**config.mk**
```make
export PLATFORM = sky130hd
export DESIGN_NAME = cpgc_top
export DESIGN_NICKNAME = d
export VERILOG_FILES = /design/src/cpgc_pkg.sv /design/src/cpgc_decode.sv /design/src/cpgc_top.sv
export VERILOG_INCLUDE_DIRS = /design/src
export SDC_FILE = /design/constraint.sdc
export NUM_CORES = 1
export LEC_CHECK = 0
export ABC_AREA = 0
export BUFFER_PORTS_ARGS = -buffer_cell sky130_fd_sc_hd__buf_2
export CORE_MARGIN = 4
export CORE_UTILIZATION = 45
export CTS_BUF_LIST = sky130_fd_sc_hd__clkbuf_2
export DETAILED_ROUTE_END_ITERATION = 12
export GPL_ROUTABILITY_DRIVEN = 0
export HOLD_SLACK_MARGIN = 0.06
export PLACE_DENSITY = 0.87
export SKIP_CTS_REPAIR_TIMING = 1
export SKIP_LAST_GASP = 1
export SLEW_MARGIN = 40
export SYNTH_ARGS = -nofsm -noshare
export SYNTH_HDL_FRONTEND = slang
export SYNTH_SLANG_ARGS = --single-unit
```
**constraint.sdc**
```tcl
create_clock -name core_clk_i -period 1 [get_ports core_clk_i]
set_input_delay 0.15 -clock core_clk_i [delete_from_list [all_inputs] [get_ports core_clk_i]]
set_output_delay 0.15 -clock core_clk_i [all_outputs]
set_load 0.01 [all_outputs]
```
**src/cpgc_consts.svh**
```systemverilog
// offsets, field positions, reset values and limits for coarse path gain control
`ifndef CPGC_CONSTS_SVH
`define CPGC_CONSTS_SVH

//------------------------------------------------------------
// register offsets
//------------------------------------------------------------
`define CPGC_TX_OFF      8'h26
`define CPGC_RX_OFF      8'h27

//------------------------------------------------------------
// field positions
//------------------------------------------------------------
`define CPGC_DIR_BIT     4
`define CPGC_MAG_MSB     3
`define CPGC_MAG_LSB     0
`define CPGC_USED_MSB    4

//------------------------------------------------------------
// reset values and gain limits (in dB)
//------------------------------------------------------------
`define CPGC_CTRL_RST    5'h00
`define CPGC_GAIN_MAX    5'h0C
`define CPGC_SAT_PREFIX  2'h3

`endif

```
**src/cpgc_pkg.sv**
```systemverilog
// types shared by the coarse path gain control block
`default_nettype none

package cpgc_pkg;

	// one coarse gain control register, used bits only
	typedef struct packed {
		logic       dir;    // 0 raises gain, 1 attenuates
		logic [3:0] mag;    // magnitude code, 1 dB per step
	} cpgc_ctrl_type;

	// decoded gain of one path, signed whole dB
	typedef logic signed [4:0] cpgc_db_type;

	// path index
	typedef enum logic {
		CPGC_PATH_TX,
		CPGC_PATH_RX
	} cpgc_path_type;

endpackage

`default_nettype wire

```
**src/cpgc_decode.sv**
```systemverilog
// decoder from a coarse gain control register to a signed dB setting
`default_nettype none
`include "cpgc_consts.svh"

module cpgc_decode
	import cpgc_pkg::*;
(
	input  wire cpgc_ctrl_type ctrl_i,   // direction and magnitude
	output var cpgc_db_type    db_o      // signed gain, negative is attenuation
);

	//------------------------------------------------------------
	// gain decode
	//------------------------------------------------------------
	// combinational mapping of code to dB
	always_comb begin
		db_o = 5'h00;
		// [RQ7] zero code is unity
		if (ctrl_i.mag == 4'h0) begin
			db_o = 5'h00;
		end else if (!ctrl_i.dir) begin
			// [RQ1] [RQ2] clear direction gains up
			// [RQ4] [RQ5] gain saturates high
			if (ctrl_i.mag[3:2] == `CPGC_SAT_PREFIX) begin
				db_o = `CPGC_GAIN_MAX;
			end else begin
				// [RQ3] one dB per step
				db_o = $signed({1'b0, ctrl_i.mag});
			end
		end else begin
			// [RQ6] attenuation one dB per step
			db_o = -$signed({1'b0, ctrl_i.mag});
		end
	end

endmodule

`default_nettype wire

```
**src/cpgc_top.sv**
```systemverilog
// coarse transmit and receive path gain control registers with decoded gain outputs
//
// Behaviour
// [RQ1] tx bit 4 picks gain or attenuation
// [RQ2] rx bit 4 picks gain or attenuation
// [RQ3] each magnitude step is one dB
// [RQ4] tx gain codes 11xx give 12 dB
// [RQ5] rx gain codes 11xx give 12 dB
// [RQ6] attenuation 0001 is 1 dB, 1111 15 dB
// [RQ7] magnitude zero is unity either direction
// [RQ8] bits 7..5 ignored on write, read zero
`default_nettype none
`include "cpgc_consts.svh"

module cpgc_top
	import cpgc_pkg::*;
#(
	parameter int DATA_W = 8,   // register data width
	parameter int ADDR_W = 8    // register address width
)(
	input  wire logic              core_clk_i,     // system clock, 10 MHz
	input  wire logic              rstn_i,         // asynchronous reset, active low
	input  wire logic [ADDR_W-1:0] reg_addr_i,     // register address from control port
	input  wire logic [DATA_W-1:0] reg_wdata_i,    // register write data
	input  wire logic              reg_wr_i,       // write strobe, one cycle
	input  wire logic              reg_rd_i,       // read strobe, one cycle
	output logic      [DATA_W-1:0] reg_rdata_o,    // registered read data
	output logic                   reg_rvalid_o,   // read data valid, one cycle
	output var cpgc_db_type        tx_gain_db_o,   // transmit path gain in dB
	output var cpgc_db_type        rx_gain_db_o    // receive path gain in dB
);

	//------------------------------------------------------------
	// declarations
	//------------------------------------------------------------
	localparam int NPATH = 2;                         // transmit and receive

	cpgc_ctrl_type     ctrl_r   [NPATH];              // control registers
	cpgc_ctrl_type     ctrl_nxt [NPATH];              // their next values
	cpgc_db_type       db_dec   [NPATH];              // decoded gain per path
	cpgc_db_type       db_r     [NPATH];              // registered gain per path
	cpgc_db_type       db_nxt   [NPATH];              // next registered gain
	logic [NPATH-1:0]  hit;                           // address matches a path
	logic [DATA_W-1:0] rdata_r;                       // read data register
	logic [DATA_W-1:0] rdata_nxt;                     // next read data
	logic              rvalid_r;                      // read valid register
	logic              rvalid_nxt;                    // next read valid

	//------------------------------------------------------------
	// address decode
	//------------------------------------------------------------
	// one hit line per path, if-else chain
	always_comb begin
		hit = '0;
		if (reg_addr_i == `CPGC_TX_OFF) begin
			hit[CPGC_PATH_TX] = 1'b1;
		end else if (reg_addr_i == `CPGC_RX_OFF) begin
			hit[CPGC_PATH_RX] = 1'b1;
		end else begin
			// unmapped address: writes dropped, reads return zero
			hit = '0;
		end
	end

	//------------------------------------------------------------
	// per path control register and decoder
	//------------------------------------------------------------
	for (genvar p = 0; p < NPATH; p++) begin : g_path
		// next value of the control register
		always_comb begin
			ctrl_nxt[p] = ctrl_r[p];
			if (reg_wr_i && hit[p]) begin
				// [RQ8] upper bits dropped on write
				ctrl_nxt[p] = reg_wdata_i[`CPGC_USED_MSB:0];
			end
		end

		// decoder for this path
		cpgc_decode u_decode (
			.ctrl_i (ctrl_r[p]),
			.db_o   (db_dec[p])
		);

		// gain output follows decoder one cycle later
		always_comb begin
			db_nxt[p] = db_dec[p];
		end

		// register the control word and the gain
		always_ff @(posedge core_clk_i or negedge rstn_i) begin
			if (!rstn_i) begin
				ctrl_r[p] <= `CPGC_CTRL_RST;
				db_r[p]   <= 5'h00;
			end else begin
				ctrl_r[p] <= ctrl_nxt[p];
				db_r[p]   <= db_nxt[p];
			end
		end
	end

	//------------------------------------------------------------
	// read path
	//------------------------------------------------------------
	// read data and valid next values
	always_comb begin
		rdata_nxt  = '0;
		rvalid_nxt = reg_rd_i;
		if (reg_rd_i) begin
			if (hit[CPGC_PATH_TX]) begin
				// [RQ8] upper bits read zero
				rdata_nxt = {3'h0, ctrl_r[CPGC_PATH_TX]};
			end else if (hit[CPGC_PATH_RX]) begin
				rdata_nxt = {3'h0, ctrl_r[CPGC_PATH_RX]};
			end else begin
				// unmapped reads as zero
				rdata_nxt = '0;
			end
		end
	end

	// read registers
	always_ff @(posedge core_clk_i or negedge rstn_i) begin
		if (!rstn_i) begin
			rdata_r  <= 8'h00;
			rvalid_r <= 1'b0;
		end else begin
			rdata_r  <= rdata_nxt;
			rvalid_r <= rvalid_nxt;
		end
	end

	//------------------------------------------------------------
	// outputs
	//------------------------------------------------------------
	assign reg_rdata_o  = rdata_r;
	assign reg_rvalid_o = rvalid_r;
	assign tx_gain_db_o = db_r[CPGC_PATH_TX];
	assign rx_gain_db_o = db_r[CPGC_PATH_RX];

	//------------------------------------------------------------
	// checks
	//------------------------------------------------------------
	tx_direction_a: assert property ( // [RQ1]
		@(posedge core_clk_i) disable iff (!rstn_i)
		(ctrl_r[CPGC_PATH_TX].mag != 4'h0) |=>
			((tx_gain_db_o < 0) == $past(ctrl_r[CPGC_PATH_TX].dir)))
		else $error("tx gain sign does not follow direction bit");

	rx_direction_a: assert property ( // [RQ2]
		@(posedge core_clk_i) disable iff (!rstn_i)
		(ctrl_r[CPGC_PATH_RX].mag != 4'h0) |=>
			((rx_gain_db_o < 0) == $past(ctrl_r[CPGC_PATH_RX].dir)))
		else $error("rx gain sign does not follow direction bit");

	tx_step_size_a: assert property ( // [RQ3]
		@(posedge core_clk_i) disable iff (!rstn_i)
		(!ctrl_r[CPGC_PATH_TX].dir && ctrl_r[CPGC_PATH_TX].mag[3:2] != 2'h3) |=>
			(tx_gain_db_o == $signed({1'b0, $past(ctrl_r[CPGC_PATH_TX].mag)})))
		else $error("tx gain step is not one dB per code");

	tx_gain_sat_a: assert property ( // [RQ4]
		@(posedge core_clk_i) disable iff (!rstn_i)
		(!ctrl_r[CPGC_PATH_TX].dir && ctrl_r[CPGC_PATH_TX].mag[3:2] == 2'h3) |=>
			(tx_gain_db_o == 5'sd12))
		else $error("tx gain did not saturate at 12 dB");

	rx_gain_sat_a: assert property ( // [RQ5]
		@(posedge core_clk_i) disable iff (!rstn_i)
		(!ctrl_r[CPGC_PATH_RX].dir && ctrl_r[CPGC_PATH_RX].mag[3:2] == 2'h3) |=>
			(rx_gain_db_o == 5'sd12))
		else $error("rx gain did not saturate at 12 dB");

	rx_atten_step_a: assert property ( // [RQ6]
		@(posedge core_clk_i) disable iff (!rstn_i)
		(ctrl_r[CPGC_PATH_RX].dir && ctrl_r[CPGC_PATH_RX].mag != 4'h0) |=>
			(rx_gain_db_o == -$signed({1'b0, $past(ctrl_r[CPGC_PATH_RX].mag)})))
		else $error("rx attenuation not one dB per code");

	unity_zero_a: assert property ( // [RQ7]
		@(posedge core_clk_i) disable iff (!rstn_i)
		(ctrl_r[CPGC_PATH_TX].mag == 4'h0 && ctrl_r[CPGC_PATH_RX].mag == 4'h0) |=>
			(tx_gain_db_o == 5'sd0 && rx_gain_db_o == 5'sd0))
		else $error("zero magnitude did not give unity");

	upper_read_zero_a: assert property ( // [RQ8]
		@(posedge core_clk_i) disable iff (!rstn_i)
		reg_rvalid_o |-> (reg_rdata_o[7:5] == 3'h0))
		else $error("reserved bits read back nonzero");

	write_readback_a: assert property ( // [RQ8]
		@(posedge core_clk_i) disable iff (!rstn_i)
		(reg_wr_i && reg_addr_i == `CPGC_TX_OFF) ##1 (reg_rd_i && reg_addr_i == `CPGC_TX_OFF && !reg_wr_i) |=>
			(reg_rdata_o == {3'h0, $past(reg_wdata_i[4:0], 2)}))
		else $error("tx register read back differs from write");

	rx_step_size_a: assert property ( // [RQ3]
		@(posedge core_clk_i) disable iff (!rstn_i)
		(!ctrl_r[CPGC_PATH_RX].dir && ctrl_r[CPGC_PATH_RX].mag[3:2] != 2'h3) |=>
			(rx_gain_db_o == $signed({1'b0, $past(ctrl_r[CPGC_PATH_RX].mag)})))
		else $error("rx gain step is not one dB per code");

	tx_atten_step_a: assert property ( // [RQ6]
		@(posedge core_clk_i) disable iff (!rstn_i)
		(ctrl_r[CPGC_PATH_TX].dir && ctrl_r[CPGC_PATH_TX].mag != 4'h0) |=>
			(tx_gain_db_o == -$signed({1'b0, $past(ctrl_r[CPGC_PATH_TX].mag)})))
		else $error("tx attenuation not one dB per code");

	tx_unity_a: assert property ( // [RQ7]
		@(posedge core_clk_i) disable iff (!rstn_i)
		(ctrl_r[CPGC_PATH_TX].mag == 4'h0) |=>
			(tx_gain_db_o == 5'sd0))
		else $error("tx zero magnitude did not give unity");

	rx_unity_a: assert property ( // [RQ7]
		@(posedge core_clk_i) disable iff (!rstn_i)
		(ctrl_r[CPGC_PATH_RX].mag == 4'h0) |=>
			(rx_gain_db_o == 5'sd0))
		else $error("rx zero magnitude did not give unity");

	tx_write_land_a: assert property ( // [RQ8]
		@(posedge core_clk_i) disable iff (!rstn_i)
		(reg_wr_i && reg_addr_i == `CPGC_TX_OFF) |=>
			(ctrl_r[CPGC_PATH_TX] == $past(reg_wdata_i[4:0])))
		else $error("tx write did not store the used bits");

endmodule

`default_nettype wire

```
# After elaboration in Yosys (flattened, before gate mapping)
# Index checks and enable logic that the tools add are counted.
# classes
n_reduce_logical	4
add_sub_neg	2
n_eq_ne	4
muxes	12
# ops
operator	count
5-bit two-way mux	7
8-bit by 6-bit equality test with 1-bit output (second input constant)	2
4-bit negation with 5-bit output	2
4-bit logical NOT	2
4-bit two-way mux	2
2-bit equality test (second input constant)	2
1-bit two-way mux	3
1-bit logical AND	2
# word_totals
output_inout_bits	19
input_bits	20
elab_cells	30
ff_bits	29

# Longest topological paths before layout
# Gate-level depths: netlist of the first run.
# logic_depth
ltp_word	6
ltp_mapped	5
mapped_depth_nobuf	4

# Modules after synthesis
# A second synthesis of the first run with hierarchy kept.
# unflattened
cells_unflattened	94
hier_area_um2	1169.9
# by_module_without_submodules
mod	cells_per_inst	n_inst	area_each_um2	seq_area_each_um2
cpgc_top	58	1	927.1	650.6
cpgc_decode	18	2	121.4	0.0

# Worst setup path after synthesis of the first run
# No wires, ideal clock.
# synth_timing
path_kind	in2reg
start	in reg_addr_i[4]
end	reg ctrl_r[0] (netlist name)
t_required_ns	0.875
n_path_buf	1
stages	4
path_slack_ns	-0.733
setup_ns	0.125
arrival_ns	1.608
path_cell_list	or4b_4 > or4_4 > buf_6 > mux2_4
# synth_between
elab_chain_cells	4
word_cells_on_any_way	5
cone_classes	eq/ne (2); mux (2); reduce/logical (1)
# synth_lines
item	line_no	rtl
start, declared	cpgc_top.sv:23	input wire logic [ADDR_W-1:0] reg_addr_i,
8-bit by 6-bit equality test with 1-bit output (no line)	-	
1-bit two-way mux	cpgc_top.sv:57	end else if (reg_addr_i == `CPGC_RX_OFF) begin
1-bit two-way mux *	cpgc_top.sv:55	if (reg_addr_i == `CPGC_TX_OFF) begin
1-bit logical AND *	cpgc_top.sv:72	if (reg_wr_i && hit[p]) begin
end signal, assigned by index	cpgc_top.sv:92	ctrl_r[p] <= `CPGC_CTRL_RST;
end signal, assigned by index	cpgc_top.sv:95	ctrl_r[p] <= ctrl_nxt[p];
end, declared	cpgc_top.sv:38	cpgc_ctrl_type ctrl_r [NPATH];
# Mark *: on every way between the ends. The rest lies on a longest branch, timed or not.
# A chain may end at the register's enable or synchronous reset.

# Worst setup path after layout of the first run
# layout_timing
start	in reg_addr_i[4]
end	reg ctrl_r[4] (netlist name)
# The elaborated chain is that of the path after synthesis.

==> flow_summary_export.csv, run 1 <==
group,metric,value,unit
run_status,outcome,"finished with violations",
run_status,failed_checks,"negative setup slack",
placed_design,port_buffers,32,
timing,whs,0.183,ns
timing,finalSetupViolCount,40,
cts,cts.sinks,26,
finish,layout_common_cells,"buf_2 (30), dfrtp_1 (25), buf_4 (10)",
worst_setup_path,crit_fanout,5,
worst_setup_path,reg2reg_depth,3,
timing,max_freq,718,MHz
routing,viasPerCell,4.83,
cts,cts_tree,"done",
finish,final_common_cell,"buf_2",
worst_setup_path,start_kind,"input pin",
power,p_leak,0.000863,uW
synthesis,syn-mean-instance-area,12.4,sq um
global_route,grt_pass1_wl,3780,microns
worst_setup_path,path_class,"in2reg",
cts,cts_max_path_buffers,2,
floorplan,die_width,59.4,microns
global_route,grt_start_max_net_pins,27,
synthesis,synth_top_area_frac,0.548,
timing,maxSlewViolCount,0,
synthesis,ys.flop_type,"dfrtp_1",
synthesis,yosys.area.top_type,"dfrtp_1",
cts,path_clk_slew,0.22,ns
synthesis,seq_area_frac_synth,0.548,
routing,vias,865,
power,switching_share,0.258,
global_route,grt_usage,0.146,
synthesis,ys_top_cells_by_area,"dfrtp_1 (55%), mux2_4 (6.3%), mux2_2 (4.7%)",
finish,antenna_cells,0,
power,switchingPower,471,uW
floorplan,rows,18,
floorplan,fp.dieArea,0.00352,sq mm
synthesis,synth_cell_types,27,
finish,nets,172,
worst_setup_path,end_kind,"register",
power,p_comb_frac,0.172,
power,power.density,1080,mW/mm^2
cts,clk_latency,0.34,ns
worst_setup_path,cp.required,1.25,ns
min_path,hold_path_class,"in2reg",
timing,fin_crit,1.39,ns
synthesis,ys.warnings.count,0,
timing,fin_crit_sh,1.39,
routing,dr.pass1.iters,4,
placed_design,hpwl,1840,microns
finish,final_util,0.674,
floorplan,pin_count,39,
power,p_seq_frac,0.619,
synthesis,synthArstFlopShare,1.00,
floorplan,coreArea,0.00250,sq mm
timing,fin_skew,0.0120,ns
finish,post_route_cells_drive_above_1_share,0.530,
worst_setup_path,arrival,1.64,ns
power,clock_power_share,0.209,
timing,worst_slack,-0.392,ns
job,maxCapViolCount,0,
power,p_int,1350,uW
global_route,antenna_found_initial,0,
cts,root_buffer,"clkbuf_2",
timing,rsz0062_at_grt,"true",
routing,ant_nets,0,
cts,cts_made_buffers,3,
finish,syn2layout_area_growth,41.9,%
floorplan,die_h,59.4,microns
cts,htreeDepth,1,
timing,hold_viol,0,
synthesis,synth-seq-cells,26,
min_path,holdPathStages,4,
synthesis,syn_inst,96,
synthesis,syn_area,0.00119,sq mm
global_route,grt_overflow_total,0,
power,ir_drop,0.694,mV
floorplan,start_util,0.475,
routing,first_iter_violations,18,
synthesis,synth-edff-count,0,
global_route,grt_pass1_vias,839,
routing,wirelength,2480,microns
routing,drcViolationCount,0,
routing,wl_per_cell,13.8,microns
## Yosys cell counts (2+ instances only)
master and count:
dfrtp_1 26, nor2_1 9, inv_1 7, mux2_2 5, mux2_4 5, mux2i_1 5
nand2_1 4, nor2b_1 4, buf_4 3, nand3b_1 3, a21oi_1 2, a22o_1 2
ha_1 2, nand2b_1 2, nor3b_1 2, o21bai_1 2, o31ai_1 2, xnor2_1 2
## worst max-delay path, stage by stage
cell	delay, ns
buf_6	0.09
or4b_4	0.52
or4_4	0.56
mux2_4	0.32
## state kept, by name (all words and copies together), names as in the netlist
register and flops:
reg_rdata_o 5, reg_rvalid_o 1, ctrl_r 10, tx_gain_db_o 5, rx_gain_db_o 5
## stage by stage
stage	cells	setup slack, ns	total power, uW	instance area, sq um	setup TNS, ns
after floorplan	98	-0.733	1270	1230	-8.43
after global placement	168	-0.761	1380	1490	-10.64
after detailed placement	168	-0.789	1400	1490	-11.50
after CTS	172	-0.397	1760	1510	-6.46
after global routing	179	-0.367	1920	1690	-6.40
final	179	-0.392	1820	1690	-5.10
## power groups by stage
stage	clock network [uW]	logic [uW]	registers, uW
final	381	313	1130
after global routing	448	341	1130
after CTS	386	258	1120
after detailed placement	0	258	1140
after global placement	0	245	1130
after floorplan	0	128	1140
## final timing paths
path                               start              end  slack, ns
min in group asynchronous         rstn_i  rx_gain_db_o[0]       0.28
max in group asynchronous         rstn_i        ctrl_r[9]       0.47
min                             reg_rd_i   reg_rdata_o[1]       0.18
max                        reg_addr_i[4]        ctrl_r[4]      -0.39
min reg2reg                    ctrl_r[1]  rx_gain_db_o[1]       0.61
max reg2reg                    ctrl_r[7]   reg_rdata_o[2]      -0.10
## final cells by class
cell class | count | area, sq um
Multi-Input combinational cell | 60 | 599
Timing Repair Buffer | 52 | 352
Clock inverter | 1 | 3.75
Clock buffer | 3 | 15.0
Inverter | 7 | 26.3
Fill cell | 188 | 815
Sequential cell | 26 | 652
Tap cell | 30 | 37.5
## kinds of logic after synthesis
logic type                 Yosys count  synth area share
xor gates and xnor gates             2            0.0148
muxes                               15             0.153
DFF                                 26             0.548
AOI/OAI and AO/OA                    9            0.0527
other                                1           0.00316
and+or+nand+nor                     29             0.154
buffers and inverters               12            0.0537
adders and majority gates            2            0.0211
## routing by layer
| layer | GRT usage | routed length (microns) |
|---|---|---|
| met1 | 0.184 | 979 |
| met5 | 0 | 0 |
| met3 | 0.0261 | 126 |
| met2 | 0.245 | 1350 |
| met4 | 0.0583 | 25 |
Note: power is estimated with default switching activity, not from simulation.
==> run 2: changes to the inputs <==
--- a/config.mk
+++ b/config.mk
@@ -14,7 +14,7 @@
 export DETAILED_ROUTE_END_ITERATION = 12
 export GPL_ROUTABILITY_DRIVEN = 0
 export HOLD_SLACK_MARGIN = 0.06
-export PLACE_DENSITY = 0.87
+export PLACE_DENSITY = 0.84
 export SKIP_CTS_REPAIR_TIMING = 1
 export SKIP_LAST_GASP = 1
 export SLEW_MARGIN = 40
==> constraint.sdc (replaced) <==
create_clock -name core_clk_i -period 1.7 [get_ports core_clk_i]
set_input_delay 0.255 -clock core_clk_i [delete_from_list [all_inputs] [get_ports core_clk_i]]
set_output_delay 0.255 -clock core_clk_i [all_outputs]
set_load 0.01 [all_outputs]
==> run 2 against run 1 <==
Effect of this change:
- the run now ends clean
- via count down 6.1%
- cell area down 16%
- sequential share of layout area is 7.3 points higher
- utilization down 11 points
- largest cell class unchanged
- sequential cell count unchanged
- highest routed layer unchanged
==> flow_summary_export.csv, run 2 (same netlist as run 1, synthesis figures left out) <==
group,metric,value,unit
power,p_int,752,uW
routing,wl_per_cell,13.5,microns
worst_setup_path,path_class,"in2reg",
finish,post_route_cells_drive_above_1_share,0.388,
timing,whs,0.139,ns
placed_design,placed_area,0.00138,sq mm
finish,final_common_cell,"buf_2",
floorplan,fp.dieArea,0.00352,sq mm
floorplan,pin_count,39,
routing,drt-met1-wl,874,microns
power,ir_drop,0.393,mV
floorplan,coreArea,0.00250,sq mm
min_path,hold_path_class,"in2reg",
floorplan,die_width,59.4,microns
timing,max-slew-margin-rel,0.632,
cts,cts_made_buffers,3,
floorplan,die_h,59.4,microns
cts,htreeDepth,1,
finish,syn2layout_area_growth,19.3,%
worst_setup_path,crit_fanout,5,
worst_setup_path,cp.required,1.97,ns
timing,worst_slack,0.197,ns
global_route,grt_overflow_total,0,
routing,drcViolationCount,0,
global_route,antenna_found_initial,0,
run_status,outcome,"finished clean",
power,clock_power_share,0.226,
routing,wl_met3,68,microns
power,p_comb_frac,0.120,
worst_setup_path,start_kind,"input pin",
floorplan,start_util,0.475,
timing,fin_crit,1.50,ns
cts,cts_max_path_buffers,2,
timing,maxSlewViolCount,0,
worst_setup_path,rr_startpoint,"ctrl_r[1]",
routing,vias,812,
cts,root_buffer,"clkbuf_2",
cts,cts.sinks,26,
worst_setup_path,end_kind,"register",
power,p_seq_frac,0.654,
timing,rsz0062_at_grt,"false",
routing,first_iter_violations,15,
power,p_leak,0.000755,uW
worst_setup_path,arrival,1.77,ns
routing,dr_wl_met2,1220,microns
routing,viasPerCell,4.95,
min_path,hp-start,"reg_wdata_i[0]",
finish,final_util,0.567,
timing,fin_crit_sh,0.884,
floorplan,rows,18,
timing,max_freq,665,MHz
cts,path_clk_slew,0.23,ns
global_route,grt_pass1_vias,854,
job,maxCapViolCount,0,
worst_setup_path,reg2reg_slack,0.40,ns
finish,nets,157,
finish,antenna_cells,0,
timing,worstMarginPinSlew,0.553,ns
worst_setup_path,setup.worst_path.start,"reg_addr_i[4]",
timing,hold_viol,0,
routing,ant_nets,0,
power,switching_share,0.257,
power,power.density,715,mW/mm^2
routing,top_layer,"met4",
routing,wirelength,2210,microns
global_route,grt_start_max_net_pins,27,
finish,largest_register_ffs,10,
placed_design,port_buffers,32,
placed_design,place_ws,-0.200,ns
timing,finalSetupViolCount,0,
cts,clk_latency,0.34,ns
power,switchingPower,261,uW
global_route,grt_usage,0.133,
power,power,1010,uW
finish,layout_common_cells,"buf_2 (32), dfrtp_1 (26), nor2_1 (9)",
cts,cts_tree,"done",
finish,fin_area,0.00142,sq mm
routing,dr.pass1.iters,4,
placed_design,hpwl,1660,microns
timing,fin_skew,0.00199,ns
finish,largest-register,"ctrl_r",
global_route,grt_pass1_wl,3570,microns
run 2: critical path, cell delays in order:
cell,delay [ns]
buf_2,0.10
or4b_4,0.53
or4_4,0.56
mux2_4,0.32
run 2: final cells by class:
cell class	count	area, sq um
Tap cell	30	37.5
Fill cell	208	1080
Multi-Input combinational cell	60	480
Clock inverter	1	3.75
Sequential cell	26	651
Inverter	7	26.3
Clock buffer	3	15.0
Timing Repair Buffer	37	203
run 2: path summary, 6_finish.rpt:
check	end	depth (start not counted)
worst min register to register	rx_gain_db_o[2]	1
min in group asynchronous	rx_gain_db_o[0]	2
max in group asynchronous	ctrl_r[8]	2
worst min-delay path	ctrl_r[0]	2
worst max-delay path	ctrl_r[3]	4
worst max register to register	rx_gain_db_o[4]	4
run 2: power by group through the flow:
stage | combinational (uW) | sequential (uW) | clock (uW)
after floorplan | 68.2 | 671 | 0
final | 122 | 662 | 229
after detailed placement | 119 | 672 | 0
after CTS | 119 | 661 | 229
after global placement | 114 | 670 | 0
after global routing | 136 | 665 | 254
run 2: layer usage:
| metal | GRT usage | vias up |
|---|---|---|
| met5 | 0 | - |
| met4 | 0.0777 | 0 |
| met3 | 0.0153 | 6 |
| met2 | 0.237 | 16 |
| met1 | 0.150 | 394 |
| li1 | - | 396 |
run 2: per-stage QoR:
stage | cells | TNS (ns)
after floorplan | 98 | -0.691
after global placement | 158 | -1.71
after detailed placement | 158 | -2.10
after CTS | 162 | 0
after global routing | 164 | 0
final | 164 | 0
